### src/nas_pkg.sv
package nas_pkg;

  // Operations the decoder hands to the datapath
  typedef enum logic [4:0] {
    NAS_OP_NOP,
    NAS_OP_ADDS_IMM,
    NAS_OP_SUBTRACT_SKIP_ON_BORROW_WIDE,
    NAS_OP_SUBTRACT_WITH_BORROW_FLAG_NIB,
    NAS_OP_SUBTRACT_WITH_BORROW_FLAG_WIDE,
    NAS_OP_LOGIC_IMM,
    NAS_OP_LOGIC_MEM,
    NAS_OP_LOGIC_WIDE,
    NAS_OP_ROTATE_THROUGH_CARRY,
    NAS_OP_NOTA,
    NAS_OP_INCREMENT_SKIP_ON_ZERO_REG,
    NAS_OP_INCREMENT_SKIP_ON_ZERO_PAIR,
    NAS_OP_INCREMENT_SKIP_ON_ZERO_MEM,
    NAS_OP_DECREMENT_SKIP_ON_WRAP_REG,
    NAS_OP_DECREMENT_SKIP_ON_WRAP_PAIR,
    NAS_OP_SKE_REG_IMM,
    NAS_OP_SKE_MEM_IMM,
    NAS_OP_SKE_A_MEM,
    NAS_OP_SKE_XA_MEM,
    NAS_OP_SKE_A_REG,
    NAS_OP_SKE_XA_PAIR,
    NAS_OP_CY_SET,
    NAS_OP_CY_CLR,
    NAS_OP_CY_NOT,
    NAS_OP_SKT_CY,
    NAS_OP_BIT_SET,
    NAS_OP_BIT_CLR
  } nas_op_t;

  // Logic function for the conjunction family
  typedef enum logic [1:0] {
    NAS_FN_AND,
    NAS_FN_OR,
    NAS_FN_XOR
  } nas_fn_t;

  // Data memory addressing forms
  typedef enum logic [2:0] {
    NAS_AM_HL,
    NAS_AM_HL_EVEN,
    NAS_AM_DIRECT,
    NAS_AM_FIXED,
    NAS_AM_PERIPH,
    NAS_AM_HBASE
  } nas_amode_t;

  // Register file positions: bank is index bit 3
  localparam logic [3:0] NAS_IDX_X = 4'h0;
  localparam logic [3:0] NAS_IDX_A = 4'h1;
  localparam logic [2:0] NAS_PAIR_XA = 3'h0;

  // Fixed bit area and peripheral bit area bases
  localparam logic [11:0] NAS_FIXED_LO_BASE = 12'hFB0;
  localparam logic [11:0] NAS_FIXED_HI_BASE = 12'hFF0;
  localparam logic [11:0] NAS_PERIPH_BASE = 12'hFC0;

  // Values after reset
  localparam logic [3:0] NAS_RST_NIB = 4'h0;
  localparam logic NAS_RST_CARRY = 1'b0;

endpackage : nas_pkg

### src/nas_alu_core.sv
`timescale 1ns/10ps
`default_nettype none

// How it works
// - Wide skip subtract: write difference, skip on borrow
// - Nibble borrow subtract: A minus memory minus carry
// - Following immediate add: skip or run unskippable
// - Wide borrow subtract either direction, carry from borrow
// - AND accumulator with immediate or memory nibble
// - Wide AND in either direction
// - OR on nibble and wide forms
// - XOR on nibble and wide forms
// - Rotate accumulator right through carry
// - Complement all accumulator bits
// - Register increment skips on zero
// - Pair increment skips on 00
// - Memory increment skips on zero
// - Register decrement skips on F
// - Pair decrement skips on FF
// - Compare register or memory with immediate
// - Compare accumulator or wide pair, skip equal
// - Pair memory compare, even-aligned address
// - Carry set, clear and invert
// - Carry test skips when carry set
// - Direct memory bit set and clear
// - Fixed, peripheral and page bit forms
module nas_alu_core
  import nas_pkg::*;
(
  // Clock and reset
  input wire logic core_clk,
  input wire logic arst_n,
  // Decoded operation
  input wire logic op_valid,
  input wire logic [4:0] op_code,
  input wire logic [1:0] op_fn,
  input wire logic op_dir,
  input wire logic [2:0] op_pair,
  input wire logic [3:0] op_reg,
  input wire logic [7:0] op_imm,
  input wire logic [1:0] op_bit,
  input wire logic [2:0] op_amode,
  output logic op_ready,
  output logic op_done,
  output logic op_skipped,
  // Architectural state
  output logic carry_flag,
  output logic skip_pending,
  output logic [63:0] reg_file,
  // Data memory port
  input wire logic [3:0] mem_bank,
  input wire logic [3:0] mem_rdata,
  output logic [11:0] mem_addr,
  output logic mem_rd,
  output logic mem_we,
  output logic [3:0] mem_wdata
);

  // Sequencer states
  typedef enum logic [1:0] {
    NAS_S_IDLE,
    NAS_S_MREQ,
    NAS_S_MCAP,
    NAS_S_EXEC
  } nas_state_t;

  // Whole state of the block
  typedef struct packed {
    nas_state_t st;
    nas_op_t op;
    nas_fn_t fn;
    logic dir;
    logic [2:0] psel;
    logic [3:0] rsel;
    logic [7:0] imm;
    logic nosk;
    logic second;
    logic [3:0] md0;
    logic [3:0] md1;
    logic [15:0][3:0] rf;
    logic cy;
    logic skip;
    logic chain;
    logic chain_nob;
    logic rdy;
    logic done;
    logic skipped;
    logic [11:0] maddr;
    logic [1:0] mbit;
    logic mrd;
    logic mwe;
    logic [3:0] mwd;
  } nas_st_t;

  nas_st_t s_q; // Registered state
  nas_st_t s_d; // Next state
  logic [11:0] form_addr; // Address formed from the incoming operands
  logic [1:0] form_bit; // Bit index formed from the incoming operands
  logic [2:0] am_eff; // Addressing form after the pair compare override

  // Outputs straight from the state flops
  assign op_ready = s_q.rdy;
  assign op_done = s_q.done;
  assign op_skipped = s_q.skipped;
  assign carry_flag = s_q.cy;
  assign skip_pending = s_q.skip;
  assign reg_file = s_q.rf;
  assign mem_addr = s_q.maddr;
  assign mem_rd = s_q.mrd;
  assign mem_we = s_q.mwe;
  assign mem_wdata = s_q.mwd;

  // The pair compare always reads an even-aligned address
  assign am_eff = (op_code == NAS_OP_SKE_XA_MEM) ? NAS_AM_HL_EVEN
                  : op_amode;

  // Address former works on the operands offered at accept time
  nas_mem_addr u_addr (
    .amode(am_eff),
    .imm(op_imm),
    .bsel(op_bit),
    .mbank(mem_bank),
    .h_nib(s_q.rf[4'h2]),
    .l_nib(s_q.rf[4'h3]),
    .addr(form_addr),
    .bit_idx(form_bit)
  );

  // Logic unit shared by nibble and wide forms
  function automatic logic [7:0] nas_logic(input nas_fn_t fn,
                                           input logic [7:0] a,
                                           input logic [7:0] b);
    unique case (fn)
      NAS_FN_AND: nas_logic = a & b;
      NAS_FN_OR: nas_logic = a | b;
      NAS_FN_XOR: nas_logic = a ^ b;
      default: nas_logic = a & b;
    endcase
  endfunction : nas_logic

  // Operations that fetch a memory nibble before executing
  function automatic logic nas_needs_mem(input logic [4:0] code);
    nas_needs_mem = (code == NAS_OP_SUBTRACT_WITH_BORROW_FLAG_NIB) || (code == NAS_OP_LOGIC_MEM)
      || (code == NAS_OP_INCREMENT_SKIP_ON_ZERO_MEM) || (code == NAS_OP_SKE_MEM_IMM)
      || (code == NAS_OP_SKE_A_MEM) || (code == NAS_OP_SKE_XA_MEM)
      || (code == NAS_OP_BIT_SET) || (code == NAS_OP_BIT_CLR);
  endfunction : nas_needs_mem

  // Next-state logic
  always_comb begin
    logic [7:0] xa;
    logic [7:0] pr;
    logic [7:0] a8;
    logic [7:0] b8;
    logic [7:0] r8;
    logic [8:0] d9;
    logic [4:0] d5;
    logic [3:0] n4;
    logic [2:0] dp;
    logic sk;
    logic wr8;
    xa = {s_q.rf[NAS_IDX_X], s_q.rf[NAS_IDX_A]};
    pr = {s_q.rf[{s_q.psel, 1'b0}], s_q.rf[{s_q.psel, 1'b1}]};
    // Direction bit set means the named pair is the destination
    a8 = s_q.dir ? pr : xa;
    b8 = s_q.dir ? xa : pr;
    dp = s_q.dir ? s_q.psel : NAS_PAIR_XA;
    r8 = 8'h00;
    d9 = 9'h000;
    d5 = 5'h00;
    n4 = 4'h0;
    sk = 1'b0;
    wr8 = 1'b0;
    s_d = s_q;
    // Strobes default low so each lasts one cycle
    s_d.done = 1'b0;
    s_d.skipped = 1'b0;
    s_d.mrd = 1'b0;
    s_d.mwe = 1'b0;
    unique case (s_q.st)
      NAS_S_IDLE: begin
        if (op_valid && s_q.rdy) begin
          s_d.op = nas_op_t'(op_code);
          s_d.fn = nas_fn_t'(op_fn);
          s_d.dir = op_dir;
          s_d.psel = op_pair;
          s_d.rsel = op_reg;
          s_d.imm = op_imm;
          s_d.second = 1'b0;
          s_d.nosk = 1'b0;
          s_d.chain = 1'b0;
          // A pending skip swallows this op whole
          if (s_q.skip) begin
            s_d.skip = 1'b0;
            s_d.done = 1'b1;
            s_d.skipped = 1'b1;
          end else if (s_q.chain && (op_code == NAS_OP_ADDS_IMM)
                       && s_q.chain_nob) begin
            // No borrow before: the adjusting add is passed over
            s_d.done = 1'b1;
            s_d.skipped = 1'b1;
          end else begin
            // After a borrow the add runs but cannot skip
            s_d.nosk = s_q.chain && (op_code == NAS_OP_ADDS_IMM);
            s_d.rdy = 1'b0;
            s_d.maddr = form_addr;
            s_d.mbit = form_bit;
            if (nas_needs_mem(op_code)) begin
              s_d.mrd = 1'b1;
              s_d.st = NAS_S_MREQ;
            end else begin
              s_d.st = NAS_S_EXEC;
            end
          end
        end
      end
      // Read request is on the port this cycle
      NAS_S_MREQ: s_d.st = NAS_S_MCAP;
      // Read data is valid this cycle
      NAS_S_MCAP: begin
        if (s_q.second) begin
          s_d.md1 = mem_rdata;
          s_d.st = NAS_S_EXEC;
        end else begin
          s_d.md0 = mem_rdata;
          if (s_q.op == NAS_OP_SKE_XA_MEM) begin
            // High nibble sits at the next address
            s_d.second = 1'b1;
            s_d.maddr = s_q.maddr | 12'h001;
            s_d.mrd = 1'b1;
            s_d.st = NAS_S_MREQ;
          end else begin
            s_d.st = NAS_S_EXEC;
          end
        end
      end
      NAS_S_EXEC: begin
        s_d.st = NAS_S_IDLE;
        s_d.rdy = 1'b1;
        s_d.done = 1'b1;
        unique case (s_q.op)
          NAS_OP_ADDS_IMM: begin
            d5 = {1'b0, s_q.rf[NAS_IDX_A]} + {1'b0, s_q.imm[3:0]};
            s_d.rf[NAS_IDX_A] = d5[3:0];
            sk = d5[4] & ~s_q.nosk;
          end
          NAS_OP_SUBTRACT_SKIP_ON_BORROW_WIDE: begin
            // Carry untouched, borrow only steers the skip
            d9 = {1'b0, a8} - {1'b0, b8};
            r8 = d9[7:0];
            wr8 = 1'b1;
            sk = d9[8];
          end
          NAS_OP_SUBTRACT_WITH_BORROW_FLAG_NIB: begin
            d5 = {1'b0, s_q.rf[NAS_IDX_A]} - {1'b0, s_q.md0}
                 - {4'h0, s_q.cy};
            s_d.rf[NAS_IDX_A] = d5[3:0];
            s_d.cy = d5[4];
            // Arm the decimal-adjust pairing for the next op
            s_d.chain = 1'b1;
            s_d.chain_nob = ~d5[4];
          end
          NAS_OP_SUBTRACT_WITH_BORROW_FLAG_WIDE: begin
            d9 = {1'b0, a8} - {1'b0, b8} - {8'h00, s_q.cy};
            r8 = d9[7:0];
            wr8 = 1'b1;
            s_d.cy = d9[8];
          end
          NAS_OP_LOGIC_IMM, NAS_OP_LOGIC_MEM: begin
            n4 = (s_q.op == NAS_OP_LOGIC_IMM) ? s_q.imm[3:0] : s_q.md0;
            r8 = nas_logic(s_q.fn, {4'h0, s_q.rf[NAS_IDX_A]}, {4'h0, n4});
            s_d.rf[NAS_IDX_A] = r8[3:0];
          end
          NAS_OP_LOGIC_WIDE: begin
            r8 = nas_logic(s_q.fn, a8, b8);
            wr8 = 1'b1;
          end
          NAS_OP_ROTATE_THROUGH_CARRY: begin
            s_d.cy = s_q.rf[NAS_IDX_A][0];
            s_d.rf[NAS_IDX_A] = {s_q.cy, s_q.rf[NAS_IDX_A][3:1]};
          end
          NAS_OP_NOTA: s_d.rf[NAS_IDX_A] = ~s_q.rf[NAS_IDX_A];
          NAS_OP_INCREMENT_SKIP_ON_ZERO_REG: begin
            n4 = s_q.rf[s_q.rsel] + 4'h1;
            s_d.rf[s_q.rsel] = n4;
            sk = (n4 == 4'h0);
          end
          NAS_OP_INCREMENT_SKIP_ON_ZERO_PAIR: begin
            r8 = pr + 8'h01;
            dp = s_q.psel;
            wr8 = 1'b1;
            sk = (r8 == 8'h00);
          end
          NAS_OP_INCREMENT_SKIP_ON_ZERO_MEM: begin
            n4 = s_q.md0 + 4'h1;
            s_d.mwd = n4;
            s_d.mwe = 1'b1;
            sk = (n4 == 4'h0);
          end
          NAS_OP_DECREMENT_SKIP_ON_WRAP_REG: begin
            n4 = s_q.rf[s_q.rsel] - 4'h1;
            s_d.rf[s_q.rsel] = n4;
            sk = (n4 == 4'hF);
          end
          NAS_OP_DECREMENT_SKIP_ON_WRAP_PAIR: begin
            r8 = pr - 8'h01;
            dp = s_q.psel;
            wr8 = 1'b1;
            sk = (r8 == 8'hFF);
          end
          NAS_OP_SKE_REG_IMM: sk = (s_q.rf[s_q.rsel] == s_q.imm[3:0]);
          NAS_OP_SKE_MEM_IMM: sk = (s_q.md0 == s_q.imm[3:0]);
          NAS_OP_SKE_A_MEM: sk = (s_q.rf[NAS_IDX_A] == s_q.md0);
          NAS_OP_SKE_A_REG: sk = (s_q.rf[NAS_IDX_A] == s_q.rf[s_q.rsel]);
          NAS_OP_SKE_XA_PAIR: sk = (xa == pr);
          NAS_OP_SKE_XA_MEM: sk = (xa == {s_q.md1, s_q.md0});
          NAS_OP_CY_SET: s_d.cy = 1'b1;
          NAS_OP_CY_CLR: s_d.cy = 1'b0;
          NAS_OP_CY_NOT: s_d.cy = ~s_q.cy;
          NAS_OP_SKT_CY: sk = s_q.cy;
          NAS_OP_BIT_SET, NAS_OP_BIT_CLR: begin
            // Read-modify-write of one bit of the fetched nibble
            s_d.mwd = s_q.md0;
            s_d.mwd[s_q.mbit] = (s_q.op == NAS_OP_BIT_SET);
            s_d.mwe = 1'b1;
          end
          default: sk = 1'b0;
        endcase
        // Wide results land in the high and low nibble of the pair
        if (wr8) begin
          s_d.rf[{dp, 1'b0}] = r8[7:4];
          s_d.rf[{dp, 1'b1}] = r8[3:0];
        end
        s_d.skip = sk;
      end
      default: s_d.st = NAS_S_IDLE;
    endcase
  end

  // State register; every field has a constant reset value
  always_ff @(posedge core_clk or negedge arst_n) begin
    if (!arst_n) begin
      s_q <= '0;
      s_q.st <= NAS_S_IDLE;
      s_q.rf <= {16{NAS_RST_NIB}};
      s_q.cy <= NAS_RST_CARRY;
      s_q.rdy <= 1'b1;
    end else begin
      s_q <= s_d;
    end
  end

endmodule : nas_alu_core
`default_nettype wire

### src/nas_mem_addr.sv
`timescale 1ns/10ps
`default_nettype none

// Forms a data memory nibble address and bit index from an addressing form
module nas_mem_addr
  import nas_pkg::*;
(
  // Addressing form and operands
  input wire logic [2:0] amode,
  input wire logic [7:0] imm,
  input wire logic [1:0] bsel,
  input wire logic [3:0] mbank,
  // Current pointer pair nibbles
  input wire logic [3:0] h_nib,
  input wire logic [3:0] l_nib,
  // Formed address
  output logic [11:0] addr,
  output logic [1:0] bit_idx
);

  // Pure decode; the caller registers the result
  always_comb begin
    addr = {mbank, h_nib, l_nib};
    bit_idx = bsel;
    unique case (nas_amode_t'(amode))
      NAS_AM_HL: addr = {mbank, h_nib, l_nib};
      // Odd low pointer drops its lsb for the pair compare
      NAS_AM_HL_EVEN: addr = {mbank, h_nib, l_nib[3:1], 1'b0};
      NAS_AM_DIRECT: addr = {mbank, imm};
      // Fixed area: bit 4 picks the upper block
      NAS_AM_FIXED: begin
        addr = (imm[4] ? NAS_FIXED_HI_BASE : NAS_FIXED_LO_BASE)
               | {8'h00, imm[3:0]};
      end
      // Peripheral bit: imm and L[3:2] give the word, L[1:0] the bit
      NAS_AM_PERIPH: begin
        addr = NAS_PERIPH_BASE | {6'h00, imm[3:0], l_nib[3:2]};
        bit_idx = l_nib[1:0];
      end
      // Page pointer plus address bit
      NAS_AM_HBASE: addr = {mbank, h_nib, imm[3:0]};
      default: addr = {mbank, h_nib, l_nib};
    endcase
  end

endmodule : nas_mem_addr
`default_nettype wire

### config.mk
export PLATFORM = sky130hd
export DESIGN_NAME = nas_alu_core
export DESIGN_NICKNAME = d
export VERILOG_FILES = /design/src/nas_pkg.sv /design/src/nas_alu_core.sv /design/src/nas_mem_addr.sv
export SDC_FILE = /design/constraint.sdc
export NUM_CORES = 1
export LEC_CHECK = 0
export BUFFER_PORTS_ARGS = -buffer_cell sky130_fd_sc_hd__buf_2
export CAP_MARGIN = 20
export CELL_PAD_IN_SITES_DETAIL_PLACEMENT = 1
export CELL_PAD_IN_SITES_GLOBAL_PLACEMENT = 2
export CORE_MARGIN = 4
export CORE_UTILIZATION = 40
export CTS_BUF_LIST = sky130_fd_sc_hd__clkbuf_16
export DETAILED_ROUTE_END_ITERATION = 6
export PLACE_DENSITY_LB_ADDON = 0.1
export SKIP_LAST_GASP = 1
export SYNTH_ARGS = -nofsm -noshare
export SYNTH_HDL_FRONTEND = slang
export SYNTH_SLANG_ARGS = --single-unit
### constraint.sdc
create_clock -name core_clk -period 8.2 [get_ports core_clk]
set_clock_uncertainty 0.05 [all_clocks]
set_input_delay 0 -clock core_clk [delete_from_list [all_inputs] [get_ports core_clk]]
set_output_delay 0 -clock core_clk [all_outputs]
set_load 0.01 [all_outputs]
; ---- After elaboration in Yosys (flattened, before gate mapping)
; Index checks and enable logic that the tools add are counted.
[op_classes]
add_sub_neg = 10
magnitude_cmp = 10
eq_ne = 59
mux = 76
n_bitwise = 16
reduce_logical = 40
[op_table]
columns = cell, count
row1 = $bwmux W64, 4
row2 = $pmux W56 S2, 1
row3 = $eq A5 B5 Y1 const B, 16
row4 = $mux W64, 1
row5 = $pmux W12 S5, 1
row6 = $mux W56, 1
row7 = $pmux W8 S6, 1
row8 = $eq A5 B4 Y1 const B, 9
row9 = $mux W4, 9
row10 = $mux W15, 2
row11 = $pmux W4 S7, 1
row12 = $mux W27, 1
row13 = $eq A5 B3 Y1 const B, 5
row14 = $lt A4 B5 Y1 const B, 5
row15 = $bmux W4 S3, 2
row16 = $demux W4 S3, 2
row17 = $mux W8, 3
row18 = $pmux W12 S2, 1
row19 = $mux W2, 10
row20 = $mux W18, 1
row21 = $bmux W4 S4, 1
row22 = $demux W4 S4, 1
row23 = $eq A4 B4 Y1, 4
row24 = $eq A8 B8 Y1, 2
row25 = 61 further kinds, 127
[word_totals]
regBits = 126
input_bits = 39
out_inout_bits = 87
wordCells = 251

; ---- Logic depth before layout (Yosys ltp)
; Gate-level depths: netlist of the first run.
[depth]
ltp_word = 13
ltp_mapped = 18
mapped_depth_nobuf = 16

; ---- Modules after synthesis
; From an unflattened synthesis of the first run, not the netlist that was laid out.
[hier_totals]
hier_cells = 1335
hier_area_um2 = 11731.3
[by_module_without_submodules]
columns = module, n_inst, cells_each, area_per_inst_um2, seq_area_each_um2
row1 = nas_alu_core, 1, 1284, 11323.4, 3054.2
row2 = nas_mem_addr, 1, 51, 407.9, 0.0

; ---- Least setup slack after synthesis of the first run
; OpenSTA, ideal clock, no wires.
[synth_timing]
kind = reg-to-reg
from = register s_q[114] (netlist bit)
to = register s_q (netlist bit reg_file[50])
arrival_ns = 3.860
t_required_ns = 8.010
setup_slack_ns = 4.150
path_stages_with_launch = 18
n_path_buf = 4
synth_period_minus_slack_ns = 4.050
cell_sequence = dfrtp_1 > buf_6 > buf_6 > mux4_2 > mux2i_1 > buf_2 > nor2_1 > a21oi_1 > ha_1 > buf_2 > nor3_1 > a2111oi_0 > xnor2_1 > nand3_1 > xnor2_1 > a211oi_1 > nand2b_1 > o221ai_1
[synth_via]
elab_chain_cells = 10
[synth_lines]
columns = item, line
row1 = from (decl), nas_alu_core.sv:95  ; nas_st_t s_q;
row2 = $bmux W4 S3 / $mux W3 (equally long branches), "nas_alu_core.sv:163, nas_alu_core.sv:167"
row3 = $mux W4 (not written as such) / $mux W3 (equally long branches), "nas_alu_core.sv:163, nas_alu_core.sv:241"
row4 = "$mux W8, or another cell as far along", nas_alu_core.sv:165  ; a8 = s_q.dir ? pr : xa;
row5 = "$sub A8 B8 Y9, or another cell as far along", "nas_alu_core.sv:249, nas_alu_core.sv:264"
row6 = "$sub A9 B1 Y9, or another cell as far along", nas_alu_core.sv:264  ; d9 = {1'b0, a8} - {1'b0, b8} - {8'h00, s_q.cy};
row7 = $pmux W8 S6 / $mux W4 (equally long branches), "nas_alu_core.sv:241, nas_alu_core.sv:331"
row8 = $mux W8 / $demux W4 S3 (equally long branches), "nas_alu_core.sv:180, nas_alu_core.sv:331"
row9 = $bwmux W64, nas_alu_core.sv:331  ; s_d.rf[{dp, 1'b0}] = r8[7:4];
row10 = $bwmux W64 *, nas_alu_core.sv:332  ; s_d.rf[{dp, 1'b1}] = r8[3:0];
row11 = $mux W64 *, nas_alu_core.sv:330  ; if (wr8) begin
; Mark *: on every way between the ends. The rest lies on a longest branch, timed or not. The select of a mux whose other input is x is not followed.
; A chain may end at the register's enable or synchronous reset.

; ---- Worst setup path after layout of the first run
[layout_timing]
from = register s_q[115] (netlist bit)
to = register s_q (netlist bit reg_file[26])
; The elaborated chain is that of the path after synthesis.

==> impl_metrics.tcl, run 1 <==
set metrics [dict create \
    status "completed" \
    io_buffers 125 \
    n_antenna_cell 0 \
    ys_async_sr_fraction_pct 100 \
    gr-usage-all-layers_pct 28.4 \
    hold_class "primary input to async pin" \
    cts-root-buf "clkbuf_16" \
    hold_ws_ps 68.2 \
    slew_headroom_pct 24.8 \
    yosysWarnings 0 \
    postSynthCellCount 1331 \
    critPathLaunchType "flop" \
    timing.final.ws_setup_ps 2740 \
    syn-num-nets 1433 \
    p_leak_nw 5.74 \
    fin_setup_tns_ps 0 \
    synthTopCellsByCount "136 x nand2_1, 121 x dfrtp_1, 101 x nor2_1" \
    crit_required_ps 8440 \
    ys_ff_latch 122 \
    yosys.area.top_type_share_pct 26.5 \
    fp.dieH_um 177 \
    clk_path_buf_depth 2 \
    cp-end-kind "flop" \
    area_growth_pct 11.1 \
    syn-cell-area_sq_um 11400 \
    drive_gt1_share_pct 19.2 \
    cts_tree "yes" \
    cts-htree-levels 4 \
    slowest_delay_ps 1090 \
    initial_core_util_pct 40.9 \
    finalMaxSlewViolations 0 \
    net-switching-power_mw 3.11 \
    yosys.area.top_type "dfrtp_1" \
    synth_cell_type_count 86 \
    dr.first_iter.drc_count 921 \
    yosys-top-cells-area "dfrtp_1 26%, ha_1 6.5%, buf_4 5.5%, nand2_1 4.5%, mux4_2 4.3%" \
    tightest_slew_ps 1130 \
    ys.flop_type "dfrtp_1" \
    fin_crit_sh_pct 66.6 \
    cellPowerDensity_nw_per_um2 464 \
    grt_pass1_wl_mm 68.5 \
    setup_viol 0 \
    cp_max_fo 30 \
    routed_wl_mm 44.7 \
    avgSynthCellArea_sq_um 8.60 \
    grt-ovfl-total 0 \
    path_cells "a2111oi_0 > or4_1 > a21o_1 > ha_1 > nor3_1 > a2111oi_0 > xnor2_1 > nand3_1 > xnor2_1 > a211oi_1 > nand2b_1 > o221ai_1" \
    crit_type "flop to flop" \
    synth-seq-area-share_pct 26.7 \
    num_vias 10814 \
    wl_per_cell_um 25.4 \
    peakVddDrop_v 0.000185 \
    hold_violations 0 \
    dp.final_hpwl_mm 32.3 \
    clk_pin_slew_worst_paths_ps 70 \
    place_ws_ps 2700 \
    total_power_mw 5.90 \
    clkLatencyLatePin_ps 440 \
    clock-sinks 122 \
    dieWidth_um 177 \
    num_rows 61 \
    io_pins 126 \
    fillerInstances 3297 \
    gp_congestion 0.874 \
    internal_power_mw 2.79 \
    slowest_stage "dfrtp_1" \
    drv_cap 0 \
    synth_edf_count 0 \
    firstDrtPassIters 7 \
    pwr-share-clk_pct 14.2 \
    switching_share_pct 52.7 \
    worstPathArrival_ps 5700 \
    antenna_left 0 \
    fin_crit_ps 5460 \
    antenna_found_initial 0 \
    core_sq_um 28000 \
    combinationalPowerShare_pct 64.0 \
    synth_most_common_cell "nand2_1" \
    cts_setup_buffers 0 \
    die_area_sq_um 31400 \
    rsz0062_at_grt "no" \
    grt_pass1_vias 10989 \
    max_freq_mhz 183 \
    drcViolationCount 0 \
    cts_buffers 17 \
    seq_power_share_pct 21.8 \
    vias_per_cell 6.14 \
    fin_nets 1473 \
    grt_max_degree 65 \
]
per-stage QoR:
step | std cells | util [%] | area, sq um
after global routing | 1762 | 45.4 | 12700
after detailed placement | 1696 | 41.9 | 11700
final | 1762 | 45.4 | 12700
after CTS | 1760 | 45.2 | 12700
after global placement | 1696 | 41.9 | 11700
after floorplan | 1331 | - | 11400
sequential cells by signal, indices dropped and copies added, names as in the netlist:
| name | cells |
|---|---|
| s_q | 35 |
| carry_flag | 1 |
| op_done | 1 |
| mem_we | 1 |
| mem_rd | 1 |
| op_ready | 1 |
| skip_pending | 1 |
| op_skipped | 1 |
| mem_addr | 12 |
| reg_file | 64 |
| mem_wdata | 4 |
final cells by class:
cell class | instances | area [sq um] | area share (%)
inverter | 82 | 308 | 2.42
sequential | 122 | 3050 | 24.0
clock buffer | 17 | 425 | 3.35
tap | 378 | 473 | 3.72
timing repair buffer | 177 | 1140 | 8.99
clock inverter | 15 | 186 | 1.47
multi-input combinational | 971 | 7120 | 56.0
power groups by stage:
stage | combinational (mW) | clock, mW | sequential [mW]
2_1_floorplan | 2.99 | 0 | 0.987
3_3_place_gp | 3.60 | 0 | 1.31
3_5_place_dp | 3.66 | 0 | 1.31
4_1_cts | 3.70 | 0.851 | 1.30
5_1_grt | 4.15 | 0.878 | 1.31
6_report | 3.78 | 0.838 | 1.28
cells in the final DEF (no fill, tap or decap), types with 18 or more instances in the layout:
cell type / count
dfrtp_1: 121
nand2_1: 136
nand2b_1: 20
dlygate4sd3_1: 32
nor2_1: 100
ha_1: 58
mux4_2: 22
nor2b_1: 18
mux2_2: 32
buf_4: 18
buf_2: 124
nand3_1: 39
nor3_1: 21
mux2i_1: 25
o21ai_0: 77
o22ai_1: 35
xor2_1: 18
inv_1: 82
a21oi_1: 70
a22o_1: 26
o221ai_1: 20
xnor2_1: 35
cell families (layout without fill, tap and decap cells):
group	count (synthesis)	in the layout	synth area share, %
simple gates	393	393	16.2
fa+ha+maj	63	63	7.15
flops	122	122	26.7
compound gates	369	369	22.5
buf+inv	238	291	11.1
xor+xnor	53	53	4.06
mux	93	93	12.3
what timing repair did:
| action | in CTS | in global routing |
|---|---|---|
| endpoints found under the setup margin | 0 | 0 |
| gates resized for setup | 0 | 0 |
| endpoints found under the hold margin | 97 | 0 |
| hold buffers | 32 | 0 |
final timing paths:
| kind | start | endpoint | slack (ps) | cells after the start |
|---|---|---|---|---|
| setup / recovery | s_q[115]$_DFFE_PN0P_ | reg_file[26]$_DFFE_PN0P_ | 2740 | 12 |
| hold / removal | arst_n | mem_we$_DFF_PN0_ | 70 | 2 |
| setup reg to reg | s_q[115]$_DFFE_PN0P_ | reg_file[26]$_DFFE_PN0P_ | 2740 | 12 |
| hold reg to reg | mem_addr[8]$_DFFE_PN0P_ | mem_addr[8]$_DFFE_PN0P_ | 420 | 2 |
| max in group asynchronous | arst_n | reg_file[55]$_DFFE_PN0P_ | 6650 | 3 |
| min in group core_clk | op_amode[1] | mem_addr[6]$_DFFE_PN0P_ | 70 | 3 |
metal layers:
metal | global-route usage, % | wire length (um)
met5 | 0 | 0
met4 | 7.77 | 946
met1 | 40.9 | 20600
met3 | 3.55 | 2640
met2 | 45.2 | 20500
worst max-delay path: cells and delay by family, from the launching register on:
family                     cells  cell delay [ps]
xor gates and xnor gates       2              440
and+or+nand+nor                4             1330
adders and majority gates      1              380
AOI/OAI and AO/OA              5             2000
DFF                            1             1090
(Power assumes the default switching activity.)
==> run 2, diff against run 1 <==
--- a/config.mk
+++ b/config.mk
@@ -5,12 +5,13 @@
 export SDC_FILE = /design/constraint.sdc
 export NUM_CORES = 1
 export LEC_CHECK = 0
+export ABC_AREA = 1
 export BUFFER_PORTS_ARGS = -buffer_cell sky130_fd_sc_hd__buf_2
 export CAP_MARGIN = 20
 export CELL_PAD_IN_SITES_DETAIL_PLACEMENT = 1
 export CELL_PAD_IN_SITES_GLOBAL_PLACEMENT = 2
 export CORE_MARGIN = 4
-export CORE_UTILIZATION = 40
+export CORE_UTILIZATION = 33
 export CTS_BUF_LIST = sky130_fd_sc_hd__clkbuf_16
 export DETAILED_ROUTE_END_ITERATION = 6
 export PLACE_DENSITY_LB_ADDON = 0.1
==> constraint.sdc (replaced) <==
create_clock -name core_clk -period 5.35 [get_ports core_clk]
set_clock_uncertainty 0.05 [all_clocks]
set_input_delay 0 -clock core_clk [delete_from_list [all_inputs] [get_ports core_clk]]
set_output_delay 0 -clock core_clk [all_outputs]
set_load 0.01 [all_outputs]
==> impl_metrics.tcl, run 2 <==
set metrics [dict create \
    syn-cell-area_sq_um 12900 \
    synth_edf_count 0 \
    postLayoutCoreUtil_pct 36.9 \
    critPathLaunchType "flop" \
    fin_nets 2205 \
    syn-num-nets 2151 \
    synthTopCellsByCount "604 x nand2_1, 231 x inv_1, 212 x o21ai_0" \
    antenna_left 0 \
    antenna_found_initial 0 \
    cts_buffers 17 \
    avgSynthCellArea_sq_um 6.29 \
    min_from "op_valid" \
    tightest_slew_ps 861 \
    routed_wl_mm 60.6 \
    dp_cells 2569 \
    stdcell_area_sq_um 14300 \
    cts_tree "yes" \
    wl_per_cell_um 23.0 \
    grt-ovfl-total 0 \
    clock-sinks 122 \
    initial_core_util_pct 33.3 \
    grt_pass1_wl_mm 91.2 \
    io_pins 126 \
    grt_pass1_vias 14418 \
    rsz0062_at_grt "no" \
    peakVddDrop_v 0.000280 \
    n_antenna_cell 0 \
    firstDrtPassIters 5 \
    cts_resized 0 \
    rrSetupSlack_ps 540 \
    dieWidth_um 206 \
    reg2reg_from "s_q[113]$_DFFE_PN0P_" \
    finalMaxSlewViolations 0 \
    dp.final_hpwl_mm 46.0 \
    ys_async_sr_fraction_pct 100 \
    timing.rr.end "reg_file[50]$_DFFE_PN0P_" \
    hold-path-cell-count 6 \
    crit_type "flop to flop" \
    vias_per_cell 5.35 \
    cellPowerDensity_nw_per_um2 731 \
    fin_cells 2634 \
    cts_setup_buffers 0 \
    postSynthCellCount 2049 \
    synth_most_common_cell "nand2_1" \
    fin_setup_tns_ps 0 \
    core_sq_um 38600 \
    gp_congestion 0.937 \
    io_buffers 125 \
    num_rows 72 \
    place_area_sq_um 13400 \
    cts-root-buf "clkbuf_16" \
    status "completed" \
    worstPathArrival_ps 5110 \
    drv_cap 0 \
    yosysWarnings 0 \
    hold_class "primary input to flop" \
    fin_crit_sh_pct 89.9 \
    largest_register_ffs 64 \
    combinationalPowerShare_pct 71.4 \
    die_area_sq_um 42300 \
    switching_share_pct 61.4 \
    final_common_cell "nand2_1" \
    drive_gt1_share_pct 14.4 \
    dr.first_iter.drc_count 824 \
    yosys.area.top_type_share_pct 23.5 \
    cp-end-kind "flop" \
    crit_required_ps 5650 \
    area_growth_pct 10.8 \
    internal_power_mw 4.03 \
    hold_violations 0 \
    seq_power_share_pct 17.1 \
    cts_hold_repair.buffers 33 \
    p_leak_nw 7.23 \
    gr-usage-all-layers_pct 28.5 \
    clk_pin_slew_worst_paths_ps 70 \
    num_vias 14099 \
    synth-seq-area-share_pct 23.7 \
    pwr-share-clk_pct 11.5 \
    cts-htree-levels 4 \
    ys.flop_type "dfrtp_1" \
    synth_cell_type_count 62 \
    fp.dieH_um 206 \
    clkLatencyLatePin_ps 460 \
    slew_headroom_pct 42.6 \
    final_cell_mix "604 x nand2_1, 231 x inv_1, 212 x o21ai_0" \
    min_to "s_q[112]$_DFFE_PN0P_" \
    drcViolationCount 0 \
    yosys-top-cells-area "dfrtp_1 24%, nand2_1 18%, o21ai_0 8.2%, inv_1 6.7%, ha_1 5.7%" \
    cp_max_fo 29 \
    net-switching-power_mw 6.40 \
    setup_viol 0 \
    ys_ff_latch 122 \
    yosys.area.top_type "dfrtp_1" \
    clk_path_buf_depth 2 \
    r2r_cells 19 \
    grt_max_degree 70 \
    max_freq_mhz 208 \
    fin_crit_ps 4810 \
]
==> run 2: logic make-up (layout without fill, tap and decap cells) <==
family                     after synthesis  count (layout)  share of synthesized area [%]
adders and majority gates               63              63                           6.35
xor gates and xnor gates                16              16                           1.09
AOI/OAI and AO/OA                      448             448                           20.2
DFF                                    122             122                           23.7
and+or+nand+nor                        986             986                           33.0
buffers and inverters                  413             480                           15.5
muxes                                    1               1                         0.0777
==> run 2: routing by layer <==
metal / share of wire (%) / GRT usage (%) / vias to the layer above
met5: 0 / 0 / -
met2: 49 / 49.9 / 311
met4: 4.1 / 11.5 / 0
met3: 3.4 / 3.40 / 103
met1: 43 / 35.6 / 6985
li1: - / - / 6700
==> run 2: worst max path at each step <==
stage	startpoint	end
floorplan	reg_file[4]$_DFFE_PN0P_	reg_file[8]$_DFFE_PN0P_
global placement	s_q[113]$_DFFE_PN0P_	reg_file[50]$_DFFE_PN0P_
detailed placement	s_q[113]$_DFFE_PN0P_	reg_file[50]$_DFFE_PN0P_
CTS	s_q[113]$_DFFE_PN0P_	reg_file[50]$_DFFE_PN0P_
global route	s_q[113]$_DFFE_PN0P_	reg_file[46]$_DFFE_PN0P_
finish	s_q[113]$_DFFE_PN0P_	reg_file[50]$_DFFE_PN0P_
==> run 2: layout make-up <==
class                           count  area, sq um
Clock buffer                       17          425
Clock inverter                     15          140
Fill cell                        5064        24400
Inverter                          262          986
Multi-Input combinational cell   1514         7840
Sequential cell                   122         3050
Tap cell                          518          648
Timing Repair Buffer              186         1170
==> run 2: power groups by stage <==
stage,clock network (mW),registers [mW],logic (mW)
finish,1.20,1.78,7.44
global placement,0,1.78,7.24
CTS,1.22,1.78,7.44
global route,1.26,1.83,8.27
detailed placement,0,1.79,7.39
floorplan,0,1.56,5.34
==> run 2: per-stage QoR <==
step	worst slack, ps	hold slack (ps)	power (mW)
2_1_floorplan	2020	-346	6.90
3_3_place_gp	835	27.4	9.02
3_5_place_dp	576	30.5	9.18
4_1_cts	565	22.1	10.4
5_1_grt	189	68.9	11.4
6_report	538	36.1	10.4
==> run 2: critical path: stages (launching register included) <==
cell      delay (ps)
dfrtp_1          720
inv_2            390
nand2_1          160
nand3_1           80
nand3_1          100
o21ai_2           60
buf_4            180
nand2_1           60
o21ai_0          180
ha_1             300
fa_1             420
inv_1            100
nand4_1           90
o211ai_1         150
xor2_1           500
o22ai_1          250
nor3_4           550
nand3_1          180
nand2_1          110
nand2_1           50
==> run 3, diff against run 2 <==
--- a/config.mk
+++ b/config.mk
@@ -14,7 +14,7 @@
 export CORE_UTILIZATION = 33
 export CTS_BUF_LIST = sky130_fd_sc_hd__clkbuf_16
 export DETAILED_ROUTE_END_ITERATION = 6
-export PLACE_DENSITY_LB_ADDON = 0.1
+export PLACE_DENSITY = 0.83
 export SKIP_LAST_GASP = 1
 export SYNTH_ARGS = -nofsm -noshare
 export SYNTH_HDL_FRONTEND = slang
==> impl_metrics.tcl, run 3 (synthesis gave the netlist of run 2 again) <==
set metrics [dict create \
    status "completed" \
    fillerInstances 5093 \
    drv_cap 0 \
    setup_viol 0 \
    peakVddDrop_v 0.000281 \
    clock-sinks 122 \
    fin_crit_sh_pct 81.1 \
    cts_hold_repair.buffers 35 \
    finalMaxSlewViolations 0 \
    antenna_found_initial 2 \
    die_area_sq_um 42300 \
    gp_congestion 0.924 \
    hold_violations 0 \
    final_cell_mix "604 x nand2_1, 232 x inv_1, 212 x o21ai_0" \
    firstDrtPassIters 6 \
    num_rows 72 \
    crit_required_ps 5630 \
    rrSetupSlack_ps 1010 \
    n_antenna_cell 0 \
    place_area_sq_um 13300 \
    crit_type "flop to flop" \
    cts_resized 0 \
    min_from "op_amode[1]" \
    hold_ws_ps 26.1 \
    num_vias 14293 \
    tightest_slew_ps 1070 \
    cts_buffers 17 \
    cts_setup_buffers 0 \
    initial_core_util_pct 33.3 \
    fin_nets 2201 \
    final_common_cell "nand2_1" \
    io_pins 126 \
    wl_per_cell_um 22.1 \
    critPathLaunchType "flop" \
    gr-usage-all-layers_pct 27.4 \
    cp-end-kind "flop" \
    fin_crit_ps 4340 \
    grt-ovfl-total 0 \
    grt_pass1_vias 14532 \
    stdcell_area_sq_um 14200 \
    clk_path_buf_depth 2 \
    clk_pin_slew_worst_paths_ps 70 \
    cts-htree-levels 4 \
    hold_class "primary input to flop" \
    startpoint "s_q[115]$_DFFE_PN0P_" \
    vias_per_cell 5.44 \
    p_leak_nw 7.20 \
    dieWidth_um 206 \
    slew_headroom_pct 28.9 \
    worstPathArrival_ps 4620 \
    drcViolationCount 0 \
    cts-root-buf "clkbuf_16" \
    routed_wl_mm 58.1 \
    dr.first_iter.drc_count 1008 \
    grt_max_degree 68 \
    area_growth_pct 10.5 \
    total_power_mw 10.3 \
    antenna_left 0 \
    drive_gt1_share_pct 14.1 \
    fin_setup_tns_ps 0 \
    fp.dieH_um 206 \
    cp_max_fo 13 \
    dp.final_hpwl_mm 43.8 \
    cts_tree "yes" \
    core_sq_um 38600 \
    io_buffers 125 \
    cellPowerDensity_nw_per_um2 725 \
    clkLatencyLatePin_ps 460 \
    max_freq_mhz 230 \
    reg2reg_from "s_q[115]$_DFFE_PN0P_" \
    largest_register_ffs 64 \
    rsz0062_at_grt "no" \
    grt_pass1_wl_mm 88.8 \
]
==> run 3: cell types whose count changed in the layout (fill, tap and decap cells not counted), moves of 2 or more <==
cell | previous run | this run
clkinvlp_4 | 2 | 5
buf_4 | 28 | 22
dlygate4sd3_1 | 33 | 35
inv_6 | 5 | 0
clkinv_4 | 3 | 1
clkinv_2 | 2 | 4
==> run 3: layer usage <==
layer	GRT usage, %	part of all wire, %
met5	0	0.022
met2	47.4	49
met1	35.5	44
met4	9.23	3.3
met3	3.25	4.6
==> run 3: report_power, final <==
group          internal [mW]  switching [mW]  total [mW]
Combinational           2.07            5.26        7.33
Clock                  0.676           0.512        1.19
Sequential              1.27           0.529        1.80
Total                   4.02            6.30        10.3
==> run 3: final timing paths <==
kind / endpoint / cells past startpoint
worst max-delay path: reg_file[35]$_DFFE_PN0P_ / 21
worst min-delay path: s_q[6]$_DFFE_PN0P_ / 4
worst max register to register: reg_file[35]$_DFFE_PN0P_ / 21
worst min register to register: s_q[100]$_DFFE_PN0P_ / 1
max in group asynchronous: mem_addr[6]$_DFFE_PN0P_ / 3
min in group asynchronous: reg_file[40]$_DFFE_PN0P_ / 2
==> run 3: through the flow <==
stage	std cells	worst slack [ps]	utilization, %
2_1_floorplan	2049	2020	-
3_3_place_gp	2563	1230	34.5
3_5_place_dp	2563	1080	34.5
4_1_cts	2629	1060	36.8
5_1_grt	2629	600	36.8
6_report	2629	1010	36.8
==> run 3: worst max-delay path, cell delays in order (launching register included) <==
cell and delay [ps]:
dfrtp_1 780, inv_2 260, nand3_1 170, nand2_2 250, nand2_1 120, o21ai_0 160, ha_1 380, inv_1 110
nand2_1 70, nand2_1 60, a21oi_1 140, o21ai_0 140, xor2_1 370, nand2_1 90, nor2_1 160, nand3_1 90
nand3_1 90, nand2_1 90, nor2_4 350, nand2_1 100, nand3_1 80, nand2_1 60
==> run 3: area by class of cell <==
class | instances | area, sq um | share of cell area (%)
flip-flops and latches | 122 | 3050 | 21.5
well taps | 518 | 648 | 4.55
clock inverters | 14 | 134 | 0.941
multi-input cells | 1514 | 7840 | 55.1
clock buffers | 17 | 425 | 2.99
inverters | 262 | 986 | 6.93
repair buffers | 182 | 1150 | 8.06
